`src/verilog/rsit_defs.svh`:
```
// Timing constants and field positions for the reset, stop and interrupt sequencer
`ifndef RSIT_DEFS_SVH
`define RSIT_DEFS_SVH
`define RSIT_CLK_PERIOD_NS 10
`define RSIT_SYNC_RST_CYC 2
`define RSIT_LOCK_TIME_US 500
`define RSIT_LOCK_CYC ((`RSIT_LOCK_TIME_US * 1000) / `RSIT_CLK_PERIOD_NS)
`define RSIT_STOP_LONG_CYC 131072
`define RSIT_STOP_SHORT_CYC 25
`define RSIT_IRQ_LAT_CYC 10
`define RSIT_IRQ_LAT_NS 5
`define RSIT_IRQ_DLY_CYC (`RSIT_IRQ_LAT_CYC + \
    (`RSIT_IRQ_LAT_NS + `RSIT_CLK_PERIOD_NS - 1) / `RSIT_CLK_PERIOD_NS)
`define RSIT_GPO_MAX_NS 59
`define RSIT_GPO_MAX_CYC (`RSIT_GPO_MAX_NS / `RSIT_CLK_PERIOD_NS)
`define RSIT_IRQ_GAP_LEVEL 12
`define RSIT_IRQ_GAP_EDGE 8
`define RSIT_DMA_GAP_RD 6
`define RSIT_DMA_GAP_WR 7
`define RSIT_DMA_GAP_TMR 2
`define RSIT_DMA_GAP_EDGE 3
`define RSIT_OMR_STOP_DELAY_BIT 6
`define RSIT_PLL_CONTROL_REGISTER_KEEP_BIT 12
`define RSIT_PLL_CONTROL_REGISTER_PLL_EN_BIT 13
`define RSIT_GAP_RESET 4'h0
`endif

```
`src/verilog/rsit_pkg.sv`:
```
// Types shared by the reset, stop and interrupt sequencer
package rsit_pkg;
    typedef enum logic [2:0] {
        RSIT_RESET, RSIT_RUN, RSIT_STOP, RSIT_WAKE, RSIT_LOCK
    } rsit_state_type;
    typedef struct packed {
        logic stop_delay_off;
        logic pll_keep;
        logic pll_en;
    } rsit_cfg_type;
    typedef struct packed {
        logic irq_periph;
        logic irq_level;
        logic irq_dma;
        logic irq_edge;
    } rsit_irq_type;
    typedef struct packed {
        logic dma_rd;
        logic dma_wr;
        logic dma_tmr;
        logic dma_edge;
    } rsit_dma_type;
endpackage

```
`src/verilog/rsit_seq.sv`:
```
// Reset, stop recovery and interrupt service sequencer
// Functional notes
// - Outputs reach reset value without clock
// - Internal reset holds two cycles plus lock
// - Service starts no sooner than latency
// - Stop wake held 128K or 25 cycles
// - PLL off in stop unless keep bit
// - PLL bypassed adds no lock wait
// - Handler output valid within latency bound
// - Interrupt service spacing twelve or eight cycles
// - DMA service spacing six seven two three
`timescale 1ns/10ps
`include "rsit_defs.svh"
module rsit_seq #(
    parameter int LOCK_CYC = `RSIT_LOCK_CYC,
    parameter int STOP_LONG_CYC = `RSIT_STOP_LONG_CYC,
    parameter int CNT_W = 18
) (
    input wire logic sys_clk,
    input wire logic resetn,
    input wire rsit_pkg::rsit_cfg_type cfg,
    input wire logic stop_req,
    input wire logic wake_level,
    input wire logic irq_edge_pin,
    input wire rsit_pkg::rsit_irq_type irq_req,
    input wire rsit_pkg::rsit_dma_type dma_req,
    output logic sync_reset_ff,
    output logic pll_power_ff,
    output logic core_run_ff,
    output logic irq_service_ff,
    output logic gpo_update_ff,
    output rsit_pkg::rsit_irq_type irq_grant_ff,
    output rsit_pkg::rsit_dma_type dma_grant_ff
);
    rsit_pkg::rsit_state_type state_ff;
    logic [CNT_W-1:0] cnt_ff;
    logic pll_was_off_ff;
    logic edge_prev_ff;
    logic [3:0] lat_cnt_ff;
    logic lat_busy_ff;
    wire logic cnt_done = (cnt_ff == '0);
    wire logic edge_hit = irq_edge_pin && !edge_prev_ff;

    function automatic logic [CNT_W-1:0] cyc(input int n);
        cyc = (n > 0) ? CNT_W'(n - 1) : '0;
    endfunction

    // Sequencing state; async reset forces RSIT_RESET and the reset count at once
    always_ff @(posedge sys_clk or negedge resetn) begin
        if (!resetn) begin
            state_ff <= rsit_pkg::RSIT_RESET;
            cnt_ff <= CNT_W'(`RSIT_SYNC_RST_CYC - 1);
            pll_was_off_ff <= 1'b1;
        end else begin
            case (state_ff)
                rsit_pkg::RSIT_RESET: begin
                    if (!cnt_done) begin
                        cnt_ff <= cnt_ff - 1'b1;
                    end else if (cfg.pll_en && pll_was_off_ff) begin
                        state_ff <= rsit_pkg::RSIT_LOCK;
                        cnt_ff <= cyc(LOCK_CYC);
                    end else begin
                        state_ff <= rsit_pkg::RSIT_RUN;
                    end
                end
                rsit_pkg::RSIT_RUN: begin
                    pll_was_off_ff <= 1'b0;
                    if (stop_req) begin
                        state_ff <= rsit_pkg::RSIT_STOP;
                        pll_was_off_ff <= cfg.pll_en && !cfg.pll_keep;
                        cnt_ff <= cfg.stop_delay_off ? cyc(`RSIT_STOP_SHORT_CYC)
                                                     : cyc(STOP_LONG_CYC);
                    end
                end
                rsit_pkg::RSIT_STOP: begin
                    if (wake_level) begin
                        state_ff <= rsit_pkg::RSIT_WAKE;
                    end
                end
                rsit_pkg::RSIT_WAKE: begin
                    if (!wake_level) begin
                        state_ff <= rsit_pkg::RSIT_STOP;
                        cnt_ff <= cfg.stop_delay_off ? cyc(`RSIT_STOP_SHORT_CYC)
                                                     : cyc(STOP_LONG_CYC);
                    end else if (!cnt_done) begin
                        cnt_ff <= cnt_ff - 1'b1;
                    end else if (pll_was_off_ff && cfg.pll_en) begin
                        state_ff <= rsit_pkg::RSIT_LOCK;
                        cnt_ff <= cyc(LOCK_CYC);
                    end else begin
                        state_ff <= rsit_pkg::RSIT_RUN;
                    end
                end
                rsit_pkg::RSIT_LOCK: begin
                    if (!cnt_done) begin
                        cnt_ff <= cnt_ff - 1'b1;
                    end else begin
                        state_ff <= rsit_pkg::RSIT_RUN;
                        pll_was_off_ff <= 1'b0;
                    end
                end
                default: begin
                    state_ff <= rsit_pkg::RSIT_RESET;
                end
            endcase
        end
    end

    // Outputs decoded into flops from the current state register
    always_ff @(posedge sys_clk or negedge resetn) begin
        if (!resetn) begin
            sync_reset_ff <= 1'b1;
            core_run_ff <= 1'b0;
            pll_power_ff <= 1'b0;
        end else begin
            sync_reset_ff <= (state_ff == rsit_pkg::RSIT_RESET) ||
                ((state_ff == rsit_pkg::RSIT_LOCK) && pll_was_off_ff && !core_run_ff &&
                 sync_reset_ff);
            core_run_ff <= (state_ff == rsit_pkg::RSIT_RUN) && !stop_req;
            pll_power_ff <= cfg.pll_en &&
                !((state_ff == rsit_pkg::RSIT_STOP || state_ff == rsit_pkg::RSIT_WAKE)
                  && !cfg.pll_keep);
        end
    end

    // Edge interrupt latency: service after fixed count, one at a time
    always_ff @(posedge sys_clk or negedge resetn) begin
        if (!resetn) begin
            edge_prev_ff <= 1'b0;
            lat_cnt_ff <= 4'h0;
            lat_busy_ff <= 1'b0;
            irq_service_ff <= 1'b0;
            gpo_update_ff <= 1'b0;
        end else begin
            edge_prev_ff <= irq_edge_pin;
            irq_service_ff <= 1'b0;
            gpo_update_ff <= irq_service_ff;
            if (!lat_busy_ff && edge_hit && core_run_ff) begin
                lat_busy_ff <= 1'b1;
                lat_cnt_ff <= 4'(`RSIT_IRQ_DLY_CYC - 2);
            end else if (lat_busy_ff) begin
                if (lat_cnt_ff == 4'h0) begin
                    lat_busy_ff <= 1'b0;
                    irq_service_ff <= 1'b1;
                end else begin
                    lat_cnt_ff <= lat_cnt_ff - 4'h1;
                end
            end
        end
    end

    // Service rate limiters
    rsit_rate_gate #(.GAP(`RSIT_IRQ_GAP_LEVEL)) u_irq_per (.sys_clk(sys_clk),
        .resetn(resetn), .enable(core_run_ff), .req(irq_req.irq_periph),
        .grant_ff(irq_grant_ff.irq_periph));
    rsit_rate_gate #(.GAP(`RSIT_IRQ_GAP_LEVEL)) u_irq_lvl (.sys_clk(sys_clk),
        .resetn(resetn), .enable(core_run_ff), .req(irq_req.irq_level),
        .grant_ff(irq_grant_ff.irq_level));
    rsit_rate_gate #(.GAP(`RSIT_IRQ_GAP_EDGE)) u_irq_dma (.sys_clk(sys_clk),
        .resetn(resetn), .enable(core_run_ff), .req(irq_req.irq_dma),
        .grant_ff(irq_grant_ff.irq_dma));
    rsit_rate_gate #(.GAP(`RSIT_IRQ_GAP_EDGE)) u_irq_edg (.sys_clk(sys_clk),
        .resetn(resetn), .enable(core_run_ff), .req(irq_req.irq_edge),
        .grant_ff(irq_grant_ff.irq_edge));
    rsit_rate_gate #(.GAP(`RSIT_DMA_GAP_RD)) u_dma_rd (.sys_clk(sys_clk),
        .resetn(resetn), .enable(core_run_ff), .req(dma_req.dma_rd),
        .grant_ff(dma_grant_ff.dma_rd));
    rsit_rate_gate #(.GAP(`RSIT_DMA_GAP_WR)) u_dma_wr (.sys_clk(sys_clk),
        .resetn(resetn), .enable(core_run_ff), .req(dma_req.dma_wr),
        .grant_ff(dma_grant_ff.dma_wr));
    rsit_rate_gate #(.GAP(`RSIT_DMA_GAP_TMR)) u_dma_tmr (.sys_clk(sys_clk),
        .resetn(resetn), .enable(core_run_ff), .req(dma_req.dma_tmr),
        .grant_ff(dma_grant_ff.dma_tmr));
    rsit_rate_gate #(.GAP(`RSIT_DMA_GAP_EDGE)) u_dma_edg (.sys_clk(sys_clk),
        .resetn(resetn), .enable(core_run_ff), .req(dma_req.dma_edge),
        .grant_ff(dma_grant_ff.dma_edge));
endmodule

```
`src/verilog/rsit_rate_gate.sv`:
```
// Minimum-spacing gate for one request source
`timescale 1ns/10ps
`include "rsit_defs.svh"
module rsit_rate_gate #(
    parameter int GAP = 8
) (
    input wire logic sys_clk,
    input wire logic resetn,
    input wire logic enable,
    input wire logic req,
    output logic grant_ff
);
    logic [3:0] gap_cnt_ff;
    logic [3:0] nxt_gap_cnt;
    wire logic fire = enable && req && (gap_cnt_ff == `RSIT_GAP_RESET);

    always_comb begin
        nxt_gap_cnt = gap_cnt_ff;
        if (fire) begin
            nxt_gap_cnt = 4'(GAP - 1);
        end else if (gap_cnt_ff != `RSIT_GAP_RESET) begin
            nxt_gap_cnt = gap_cnt_ff - 4'h1;
        end
    end

    always_ff @(posedge sys_clk or negedge resetn) begin
        if (!resetn) begin
            gap_cnt_ff <= `RSIT_GAP_RESET;
            grant_ff <= 1'b0;
        end else begin
            gap_cnt_ff <= nxt_gap_cnt;
            grant_ff <= fire;
        end
    end

    // Cycles since the last grant, saturating
    logic [3:0] since_ff;

    always_ff @(posedge sys_clk or negedge resetn) begin
        if (!resetn) begin
            since_ff <= '1;
        end else if (grant_ff) begin
            since_ff <= 4'h1;
        end else if (since_ff != '1) begin
            since_ff <= since_ff + 4'h1;
        end
    end
endmodule

```
`config.mk`:
```
export PLATFORM = sky130hd
export DESIGN_NAME = rsit_seq
export DESIGN_NICKNAME = d
export VERILOG_FILES = /design/src/verilog/rsit_pkg.sv /design/src/verilog/rsit_seq.sv /design/src/verilog/rsit_rate_gate.sv
export VERILOG_INCLUDE_DIRS = /design/src /design/src/verilog
export SDC_FILE = /design/constraint.sdc
export NUM_CORES = 1
export LEC_CHECK = 0
export ABC_AREA = 1
export BUFFER_PORTS_ARGS = -buffer_cell sky130_fd_sc_hd__buf_2
export CAP_MARGIN = 15
export CORE_ASPECT_RATIO = 2
export CORE_MARGIN = 5
export CORE_UTILIZATION = 55
export CTS_CLUSTER_DIAMETER = 120
export DETAILED_ROUTE_END_ITERATION = 8
export PLACE_DENSITY = 0.76
export SLEW_MARGIN = 5
export SYNTH_ARGS = -nofsm -noshare
export SYNTH_HDL_FRONTEND = slang
export SYNTH_SLANG_ARGS = --single-unit
```
`constraint.sdc`:
```
create_clock -name sys_clk -period 1.62 [get_ports sys_clk]
set_input_delay 0.324 -clock sys_clk [delete_from_list [all_inputs] [get_ports sys_clk]]
set_output_delay 0.324 -clock sys_clk [all_outputs]
set_load 0.05 [all_outputs]
```
After elaboration in Yosys (flattened, before gate mapping)
Index checks and enable logic that the tools add are counted.
Word-level totals
  output and inout port bits: 13
  logic and storage cells: 157
  input port bits: 16
  bits in registers: 73
Cells by class
  equality and inequality tests: 9
  reductions and logical operators: 69
  add/sub/neg operators: 10
  multiplexer cells: 42
Operators with widths (count)
  2-to-1 mux 18 bit: 5
  2-to-1 mux 4 bit: 19
  one-hot mux 18 bit (4 select lines): 1
  logical NOT 4 bit: 9
  nonzero test 4 bit: 9
  subtractor 4 x 1 -> 4 bit, second input constant: 9
  logical AND 1 bit: 27
  nonzero test 2 bit: 10
  logical NOT 18 bit: 1
  2-to-1 mux 3 bit: 6
  subtractor 18 x 1 -> 18 bit, second input constant: 1
  2-to-1 mux 17 bit: 1
  one-hot mux 3 bit (5 select lines): 1
  inequality test 2 bit, second input constant: 5
  2-to-1 mux 1 bit: 8
  equality test 3 x 2 -> 1 bit, second input constant: 2
  logical NOT 1 bit: 6
  AND reduction 3 bit: 2
  AND reduction 2 bit: 2
  equality test 3 x 1 -> 1 bit, second input constant: 1
  equality test 3 bit, second input constant: 1
  logical NOT 3 bit: 1
  logical OR 1 bit: 2
  one-hot mux 1 bit (2 select lines): 1

Logic depth before layout (Yosys ltp)
Gate-level depths: netlist of the first run.
  depth after elaboration: 6
  depth in mapped cells: 13
  mapped depth without buffers: 13

Modules after synthesis
Synthesis of the first run repeated with hierarchy kept, for this count alone.
Unflattened totals
  cells, all modules: 671
  area total of the unflattened synthesis: 4673.2 um^2
By module, submodules not included
  rsit_seq: sequential area each 829.5 um^2, cells an instance 401, area each 2522.4 um^2, instances 1
  rsit_rate_gate at u_irq_lvl ...: sequential area each 125.1 um^2, cells an instance 34, area each 279.0 um^2, instances 2
  rsit_rate_gate at u_irq_dma ...: sequential area each 125.1 um^2, cells an instance 35, area each 277.8 um^2, instances 2
  rsit_rate_gate at u_dma_wr: sequential area each 125.1 um^2, cells an instance 35, area each 269.0 um^2, instances 1
  rsit_rate_gate at u_dma_rd: sequential area each 125.1 um^2, cells an instance 33, area each 267.8 um^2, instances 1
  rsit_rate_gate at u_dma_edg: sequential area each 125.1 um^2, cells an instance 31, area each 252.7 um^2, instances 1
  rsit_rate_gate at u_dma_tmr: sequential area each 125.1 um^2, cells an instance 33, area each 247.7 um^2, instances 1

Least setup slack after synthesis of the first run
OpenSTA, ideal clock, no wires.
  path kind: reg2reg
  start point: register cnt_ff[0]
  end point: register cnt_ff[3]
  arrival: 1.587 ns
  clock period less this slack: 1.705 ns
  stages on the path, launching flop included: 12
  setup slack: -0.085 ns
  cells stage by stage: dfstp_2 > inv_1 > ha_1 > nand2_1 > nor2_2 > nand3_4 > buf_6 > inv_2 > o21ai_0 > nand2_1 > nand3_1 > nand2_1
On the way
  longest elaborated chain between the ends: 4
RTL lines
  start, declared: line rsit_seq.sv:36  | logic [CNT_W-1:0] cnt_ff;
  start signal, assigned: line rsit_seq.sv:52  | cnt_ff <= CNT_W'(`RSIT_SYNC_RST_CYC - 1);
  start signal, assigned: line rsit_seq.sv:58  | cnt_ff <= cnt_ff - 1'b1;
  start signal, assigned: line rsit_seq.sv:61  | cnt_ff <= cyc(LOCK_CYC);
  subtractor 18 x 1 -> 18 bit / logical NOT 18 bit (equally long branches)
  2-to-1 mux 18 bit: line rsit_seq.sv:57  | if (!cnt_done) begin
  2-to-1 mux 18 bit: line rsit_seq.sv:81  | if (!wake_level) begin
  one-hot mux 18 bit (4 select lines): line rsit_seq.sv:55  | case (state_ff)
Several ways; a longest one is shown, not always the timed one. The select of a mux whose other input is x is not followed.
A chain may end at the register's enable or synchronous reset.

Final worst setup path of the first run
  start point: register cnt_ff[0]
  end point: register cnt_ff[15]
The elaborated chain is that of the path after synthesis.

==> metrics.txt, run 1 <==
Antenna diodes=0; Final min period=1.801 ns; count leader, synth=nand2_1; Critical Path End Type=flop; PortBufs=28; Synth area leader=dfrtp_1; hold depth=1; Slowest-stage cell, CP=dfstp_2; share of cells above drive strength 1=28.69%; crit-path max FO=4; # IOs=29; Mean Syn Cell Area=7.491 um^2; Mapped Area=0.004494 mm^2; failing checks=negative setup slack; internal power=0.006922 W; number of synthesized flops with an enable pin=0; Post-Syn Nets=633; Primary FF master, synth=dfrtp_1; Crit Path Category=reg2reg; pin count of the biggest net entering global routing=40; gr usage total=25.03%; latest clock arrival within the worst-skew pair=0.34 ns; HP Class=in2reg; initial antenna violation count=0; setup slack at placement=-0.2073 ns; critical path launch point type=flop; worst ir drop on vdd=1125 uV; Max stage delay on crit path=0.56 ns; part of the power in registers=25.9%; row count=46; clock power share=15.2%; synth-to-layout area growth=31.04%; Reg2Reg Depth=12; total die area=0.01019 mm^2; utilization after layout=74.15%; Max-slew headroom=71.16%; first-pass GRT wire length=19690 um; Worst path most repeated cell=nand2_4; CTS Buffer Depth=2; antenna viol nets, final=0; DRC violation count after routing=0; die extent in x=73.92 um; RSZ-0062 raised after global routing=yes; Yosys reg bits=73; final setup fails=20; Post-synth top cells=nand2_1 (161), inv_1 (79), dfrtp_1 (70); H-tree depth=3; Sink Count=73; TritonCTS clock tree=yes; max frequency=555.2 MHz; via count=4445; Routed WL per cell=16.23 um; Final WS setup=-0.1810 ns; r2r setup slk=-0.18 ns; Overflow after GRT=0; Final Hold Violating Endpoints=0; Num CTS Buffers=9; vias in the first global route=4492; core area=0.007943 mm^2; Max Cap Violations=0; Sw Pwr=0.005616 W; DR pass1 iterations=5; Yosys top cell area share=38.98%; Final Max Slew Viols=0; nets=725; 1st-iter DRT viols=319; Least-Margin Pin Slew=0.4289 ns; HPWL after DPL=8385 um; Via density=5.605; Leak=3.027 nW; cells after synthesis=600; ys async rst share=100.0%; crit share post-route=111.2%; Worst-path clk slew=0.06 ns; Netlist cell types=43; gpl congestion=0.9589; hold_ws=0.1021 ns; clock root cell=clkbuf_16; synth warn=0; Synth area leaders=dfrtp_1 (39%), nand2_1 (13%), inv_1 (6.6%), nor2_1 (5.0%), ha_1 (4.7%); worst path cell trace=inv_4 > ha_4 > nand2_4 > nor2_4 > nand3_4 > nand2_4 > nand2_4 > nand2_4 > nor2_2 > nand2_1 > nor2_1 > nor2_1; Setup Skew=0.006756 ns; filler instances=540; die height=137.8 um; Power Density=2129 mW/mm^2; data arrival time of the worst path=2.03 ns; part of the Yosys area used for sequential elements=40.73%; Data required, critical path=1.85 ns; total wire length=12870 um; result of the run=finished, violations left; Switching Fraction=44.79%; Starting Density=56.58%; Combinational Power Share=58.8%
-- worst max-delay path, delay by kind of cell (launching register included) --
| family | cells | cell delay (ns) |
|---|---|---|
| flip-flops | 1 | 0.56 |
| adder cells (fa/ha/maj) | 1 | 0.17 |
| AND/OR/NAND/NOR | 10 | 0.89 |
| buffers and inverters | 1 | 0.05 |
-- flip-flops by register name, summed over array words and instances (netlist names), 3 cells and up --
register / flops
u_irq_dma.gap_cnt_ff: 4
state_ff: 3
u_dma_rd.gap_cnt_ff: 4
lat_cnt_ff: 4
u_irq_lvl.gap_cnt_ff: 4
u_irq_per.gap_cnt_ff: 4
u_dma_tmr.gap_cnt_ff: 4
u_dma_edg.gap_cnt_ff: 4
cnt_ff: 18
u_dma_wr.gap_cnt_ff: 4
u_irq_edg.gap_cnt_ff: 4
-- routing by layer --
metal	GRT usage, %	part of all wire (%)	up-vias
li1	-	-	2076
met1	24.04	33	2092
met2	46.74	54	194
met3	4.675	5.4	83
met4	15.52	7.1	0
met5	0	0	-
-- per-stage QoR --
stage / cell area [um^2] / total power, W / TNS [ns] / cells
2_1_floorplan: 4497 / 0.007175 / 0 / 600
3_3_place_gp: 5106 / 0.008875 / -1.328 / 759
3_5_place_dp: 5106 / 0.009160 / -2.575 / 759
4_1_cts: 5539 / 0.01145 / -1.882 / 784
5_1_grt: 5889 / 0.01348 / -4.198 / 793
6_report: 5889 / 0.01254 / -2.815 / 793
-- layout by cell type, fill, tap and decap left out, types with 5 or more instances in the layout --
cell type and instances:
nand2_1 150, inv_1 77, dfrtp_1 69, buf_4 53, nor2_1 48, nand3_1 28, buf_2 28, a21oi_1 26
o21ai_0 24, ha_1 15, nand2_2 14, nor2_4 12, clkbuf_16 10, xor2_1 9, nor3_1 8, buf_6 8
nand3_2 7, a21oi_2 7, nor2_2 7, xnor2_1 7, buf_12 7, nand2_4 6, o21ai_1 6, o21bai_1 6
o21ai_2 5
-- final cells by class --
cell class	count	area, um^2	share of cell area [%]
Multi-Input combinational cell	423	2484	42.17
Sequential cell	73	1832	31.10
Timing Repair Buffer	99	830.8	14.11
Inverter	86	332.8	5.651
Clock buffer	11	252.7	4.291
Tap cell	96	120.1	2.040
Clock inverter	5	37.54	0.6373
-- cell families (layout without fill, tap and decap cells) --
| logic type | Yosys count | count (layout) | synth area share [%] |
|---|---|---|---|
| XOR/XNOR | 18 | 18 | 3.508 |
| AND/OR/NAND/NOR | 299 | 301 | 30.07 |
| adder cells (fa/ha/maj) | 17 | 17 | 4.733 |
| AO/OA/AOI/OAI | 87 | 87 | 10.69 |
| flip-flops | 73 | 73 | 40.73 |
| buffers and inverters | 106 | 201 | 10.27 |
-- path summary, 6_finish.rpt --
kind                                     startpoint                                   to
setup / recovery              cnt_ff[0]$_DFFE_PN1P_               cnt_ff[15]$_DFFE_PN0P_
max in group asynchronous                    resetn  u_irq_lvl.gap_cnt_ff[2]$_DFFE_PN0P_
hold / removal                         irq_edge_pin               edge_prev_ff$_DFF_PN0_
hold reg to reg            irq_service_ff$_DFF_PN0_              gpo_update_ff$_DFF_PN0_
setup reg to reg              cnt_ff[0]$_DFFE_PN1P_               cnt_ff[15]$_DFFE_PN0P_
min in group asynchronous                    resetn              state_ff[2]$_DFFE_PN0P_
-- what timing repair did --
item | in CTS | in global routing
setup endpoints to repair | 21 | 33
gates cloned | 1 | 3
hold buffers | 1 | 0
hold endpoints to repair | 9 | 0
buffers inserted | 7 | 6
pin swaps | 11 | 20
gates resized for setup | 14 | 68
-- power groups by stage --
stage	sequential, W	clock [W]	combinational, W
2_1_floorplan	0.00324	0	0.00394
3_3_place_gp	0.00316	0	0.00571
3_5_place_dp	0.00320	0	0.00596
4_1_cts	0.00319	0.00193	0.00633
5_1_grt	0.00333	0.00199	0.00816
6_report	0.00325	0.00191	0.00738
(Power assumes the default switching activity.)
==> inputs of run 2 (changes only) <==
Settings changed: ABC_AREA 1 to not set.
==> run 2 against run 1 <==
Against the previous run: largest cell class unchanged; final area up 12%; non-clock buffer count up 77; the run still ends with negative setup slack left; first-iteration DRC count up 98%.
==> metrics.txt, run 2 <==
DR pass1 iterations=6; CTS Buffer Depth=2; H-tree depth=3; Post-synth top cells=dfrtp_1 (70), nand2_1 (43), a21oi_1 (41), nor2_1 (41), o21ai_0 (34); Num CTS Buffers=9; count leader, synth=dfrtp_1; r2r setup slk=-0.81 ns; Final Hold Violating Endpoints=0; Overflow after GRT=0; Post-Syn Nets=531; hold depth=1; Antenna diodes=0; Worst-path clk slew=0.06 ns; storage element area=0.001836 mm^2; Synth Area in XOR/XNOR=1.761%; Synth area leaders=dfrtp_1 (39%), ha_1 (4.8%), a21oi_1 (4.6%), o21ai_0 (3.8%), nand2_1 (3.6%); gpl congestion=1.084; DRC violation count after routing=0; Final WS setup=-0.8078 ns; part of the Yosys area used for sequential elements=40.89%; cell family with most CP delay=simple AND/OR/NAND/NOR gates; Routed WL per cell=24.85 um; Critical Path End Type=flop; worst r2r src=cnt_ff[2]$_DFFE_PN0P_; vias in the first global route=4881; crit share post-route=149.9%; die extent in x=73.80 um; TritonCTS clock tree=yes; HP Class=in2reg; PortBufs=28; result of the run=finished, violations left; ys async rst share=100.0%; die height=137.6 um; Hold Path Sink=edge_prev_ff$_DFF_PN0_; Least-Margin Pin Slew=0.5073 ns; CP Buf/Inv Count=3; latest clock arrival within the worst-skew pair=0.34 ns; final cell count without fillers=754; hold_ws=0.1207 ns; met1 wire length=5798 um; failing checks=negative setup slack; number of synthesized flops with an enable pin=0; DR top layer=met4; Primary FF master, synth=dfrtp_1; max frequency=411.9 MHz; first-pass GRT wire length=24800 um; gr usage total=32.87%; Yosys top cell area share=39.13%; Routed met3 length=1448 um; share of cells above drive strength 1=42.40%; Starting Density=56.36%; antenna viol nets, final=0; Synth area leader=dfrtp_1; crit-path max FO=5; final setup fails=22; total die area=0.01015 mm^2; Data required, critical path=1.85 ns; Max-slew headroom=66.02%; Via density=6.765; RSZ-0062 raised after global routing=yes; Largest register FFs=18; 1st-iter DRT viols=632; Max stage delay on crit path=0.53 ns; HP Start=irq_edge_pin; mux cell area share after synthesis=2.320%; worst ir drop on vdd=889.4 uV; HPWL after DPL=11000 um; Reg with most FFs=cnt_ff; Crit Path Category=reg2reg; critical path launch point type=flop; commonest cells after routing, fill and taps aside=buf_4 (120), dfrtp_1 (66), nand2_1 (38); post-route cell area=0.006625 mm^2; row count=46; Mean Syn Cell Area=8.990 um^2; Placed Instances=701; area share of and/or/nand/nor cells after synthesis=21.74%; placed inst area=0.005484 mm^2; # IOs=29; clock root cell=clkbuf_16; synth warn=0; main combinational cell family by area after synthesis=simple AND/OR/NAND/NOR gates; nets=686; core area=0.007943 mm^2; critical path depth in cells=7; via count=5101; Sink Count=73; initial antenna violation count=1; setup slack at placement=-0.5433 ns; Setup Skew=0.008650 ns; Worst path most repeated cell=buf_12; Power Density=1428 mW/mm^2; Slowest-stage cell, CP=dfrtp_1; synth-to-layout area growth=47.99%; Final min period=2.428 ns; cells after synthesis=498; Mapped Area=0.004477 mm^2; worst path cell trace=buf_12 > buf_12 > nor3b_4 > nand2_2 > buf_4 > or4_1 > o211ai_1; Leak=3.026 nW; DR WL met2=9523 um; Yosys reg bits=73; Final Max Slew Viols=0; commonest non-fill, non-tap cell in the layout=buf_4; multi-input logic area=0.002836 mm^2; worst reg2reg path endpoint=cnt_ff[16]$_DFFE_PN0P_; final setup TNS=-12.58 ns; filler instances=426; Compound-Gate Fraction of Synth Area=21.46%; data arrival time of the worst path=2.66 ns; Synth Area in Adders=4.751%; Max Cap Violations=0; pin count of the biggest net entering global routing=71; Netlist cell types=63; total wire length=18740 um; Reg2Reg Depth=7
run 2: cell types whose count changed in the layout (fill, tap and decap cells not counted), sizes merged, moves of 23 or more:
cell   change
buf       +77
inv       -55
nand2    -128
nand3     -23
nor2      -27
run 2: worst reg2reg max path: stages, from the launching register on:
cell      delay, ns
dfrtp_1        0.53
buf_12         0.22
buf_12         0.12
nor3b_4        0.42
nand2_2        0.17
buf_4          0.18
or4_1          0.46
o211ai_1       0.24
run 2: routing by layer:
metal / vias up / track usage [%]
met1: 2466 / 34.01
met3: 139 / 5.771
met4: 0 / 26.01
met2: 374 / 56.27
li1: 2122 / -
met5: - / 0
run 2: worst max path at each step:
stage,startpoint,end,slack [ns]
final,cnt_ff[2]$_DFFE_PN0P_,cnt_ff[16]$_DFFE_PN0P_,-0.81
after CTS,cnt_ff[2]$_DFFE_PN0P_,cnt_ff[16]$_DFFE_PN0P_,-0.44
after detailed placement,cnt_ff[3]$_DFFE_PN0P_,cnt_ff[4]$_DFFE_PN0P_,-0.54
after global routing,cnt_ff[2]$_DFFE_PN0P_,cnt_ff[16]$_DFFE_PN0P_,-0.81
after global placement,cnt_ff[3]$_DFFE_PN0P_,cnt_ff[6]$_DFFE_PN0P_,-0.57
after floorplan,cnt_ff[5]$_DFFE_PN0P_,cnt_ff[8]$_DFFE_PN0P_,-0.37
run 2: power breakdown:
group,leakage [nW],total (W),internal (W),switching [W]
clock network,0.149,0.00207,0.00128,0.000791
logic,1.98,0.00445,0.00204,0.00240
registers,0.901,0.00294,0.00240,0.000546
run 2: layout make-up:
class	count	area share [%]
repair buffers	176	21.32
multi-input cells	363	42.81
well taps	96	1.813
flip-flops and latches	73	27.71
inverters	30	1.700
clock buffers	12	3.872
clock inverters	4	0.7743
run 2: kinds of logic after synthesis:
kind of cell / after synthesis
adders and majority gates: 17
DFF: 73
and+or+nand+nor: 181
xor gates and xnor gates: 9
muxes: 10
buffers and inverters: 62
AOI/OAI and AO/OA: 146
run 2: through the flow:
step / utilization (%) / total power [W]
after floorplan: - / 0.004974
after detailed placement: 69.05 / 0.006252
after CTS: 76.86 / 0.008624
final: 83.41 / 0.009459
after global placement: 69.05 / 0.006041
after global routing: 83.41 / 0.009903
run 2: repair_timing:
item / in CTS / in global routing
cloned: 0 / 1
endpoints found under the setup margin: 22 / 29
hold buffers: 1 / 0
buffers inserted: 12 / 27
resized for setup: 51 / 66
pin swaps: 19 / 40
endpoints found under the hold margin: 3 / 0
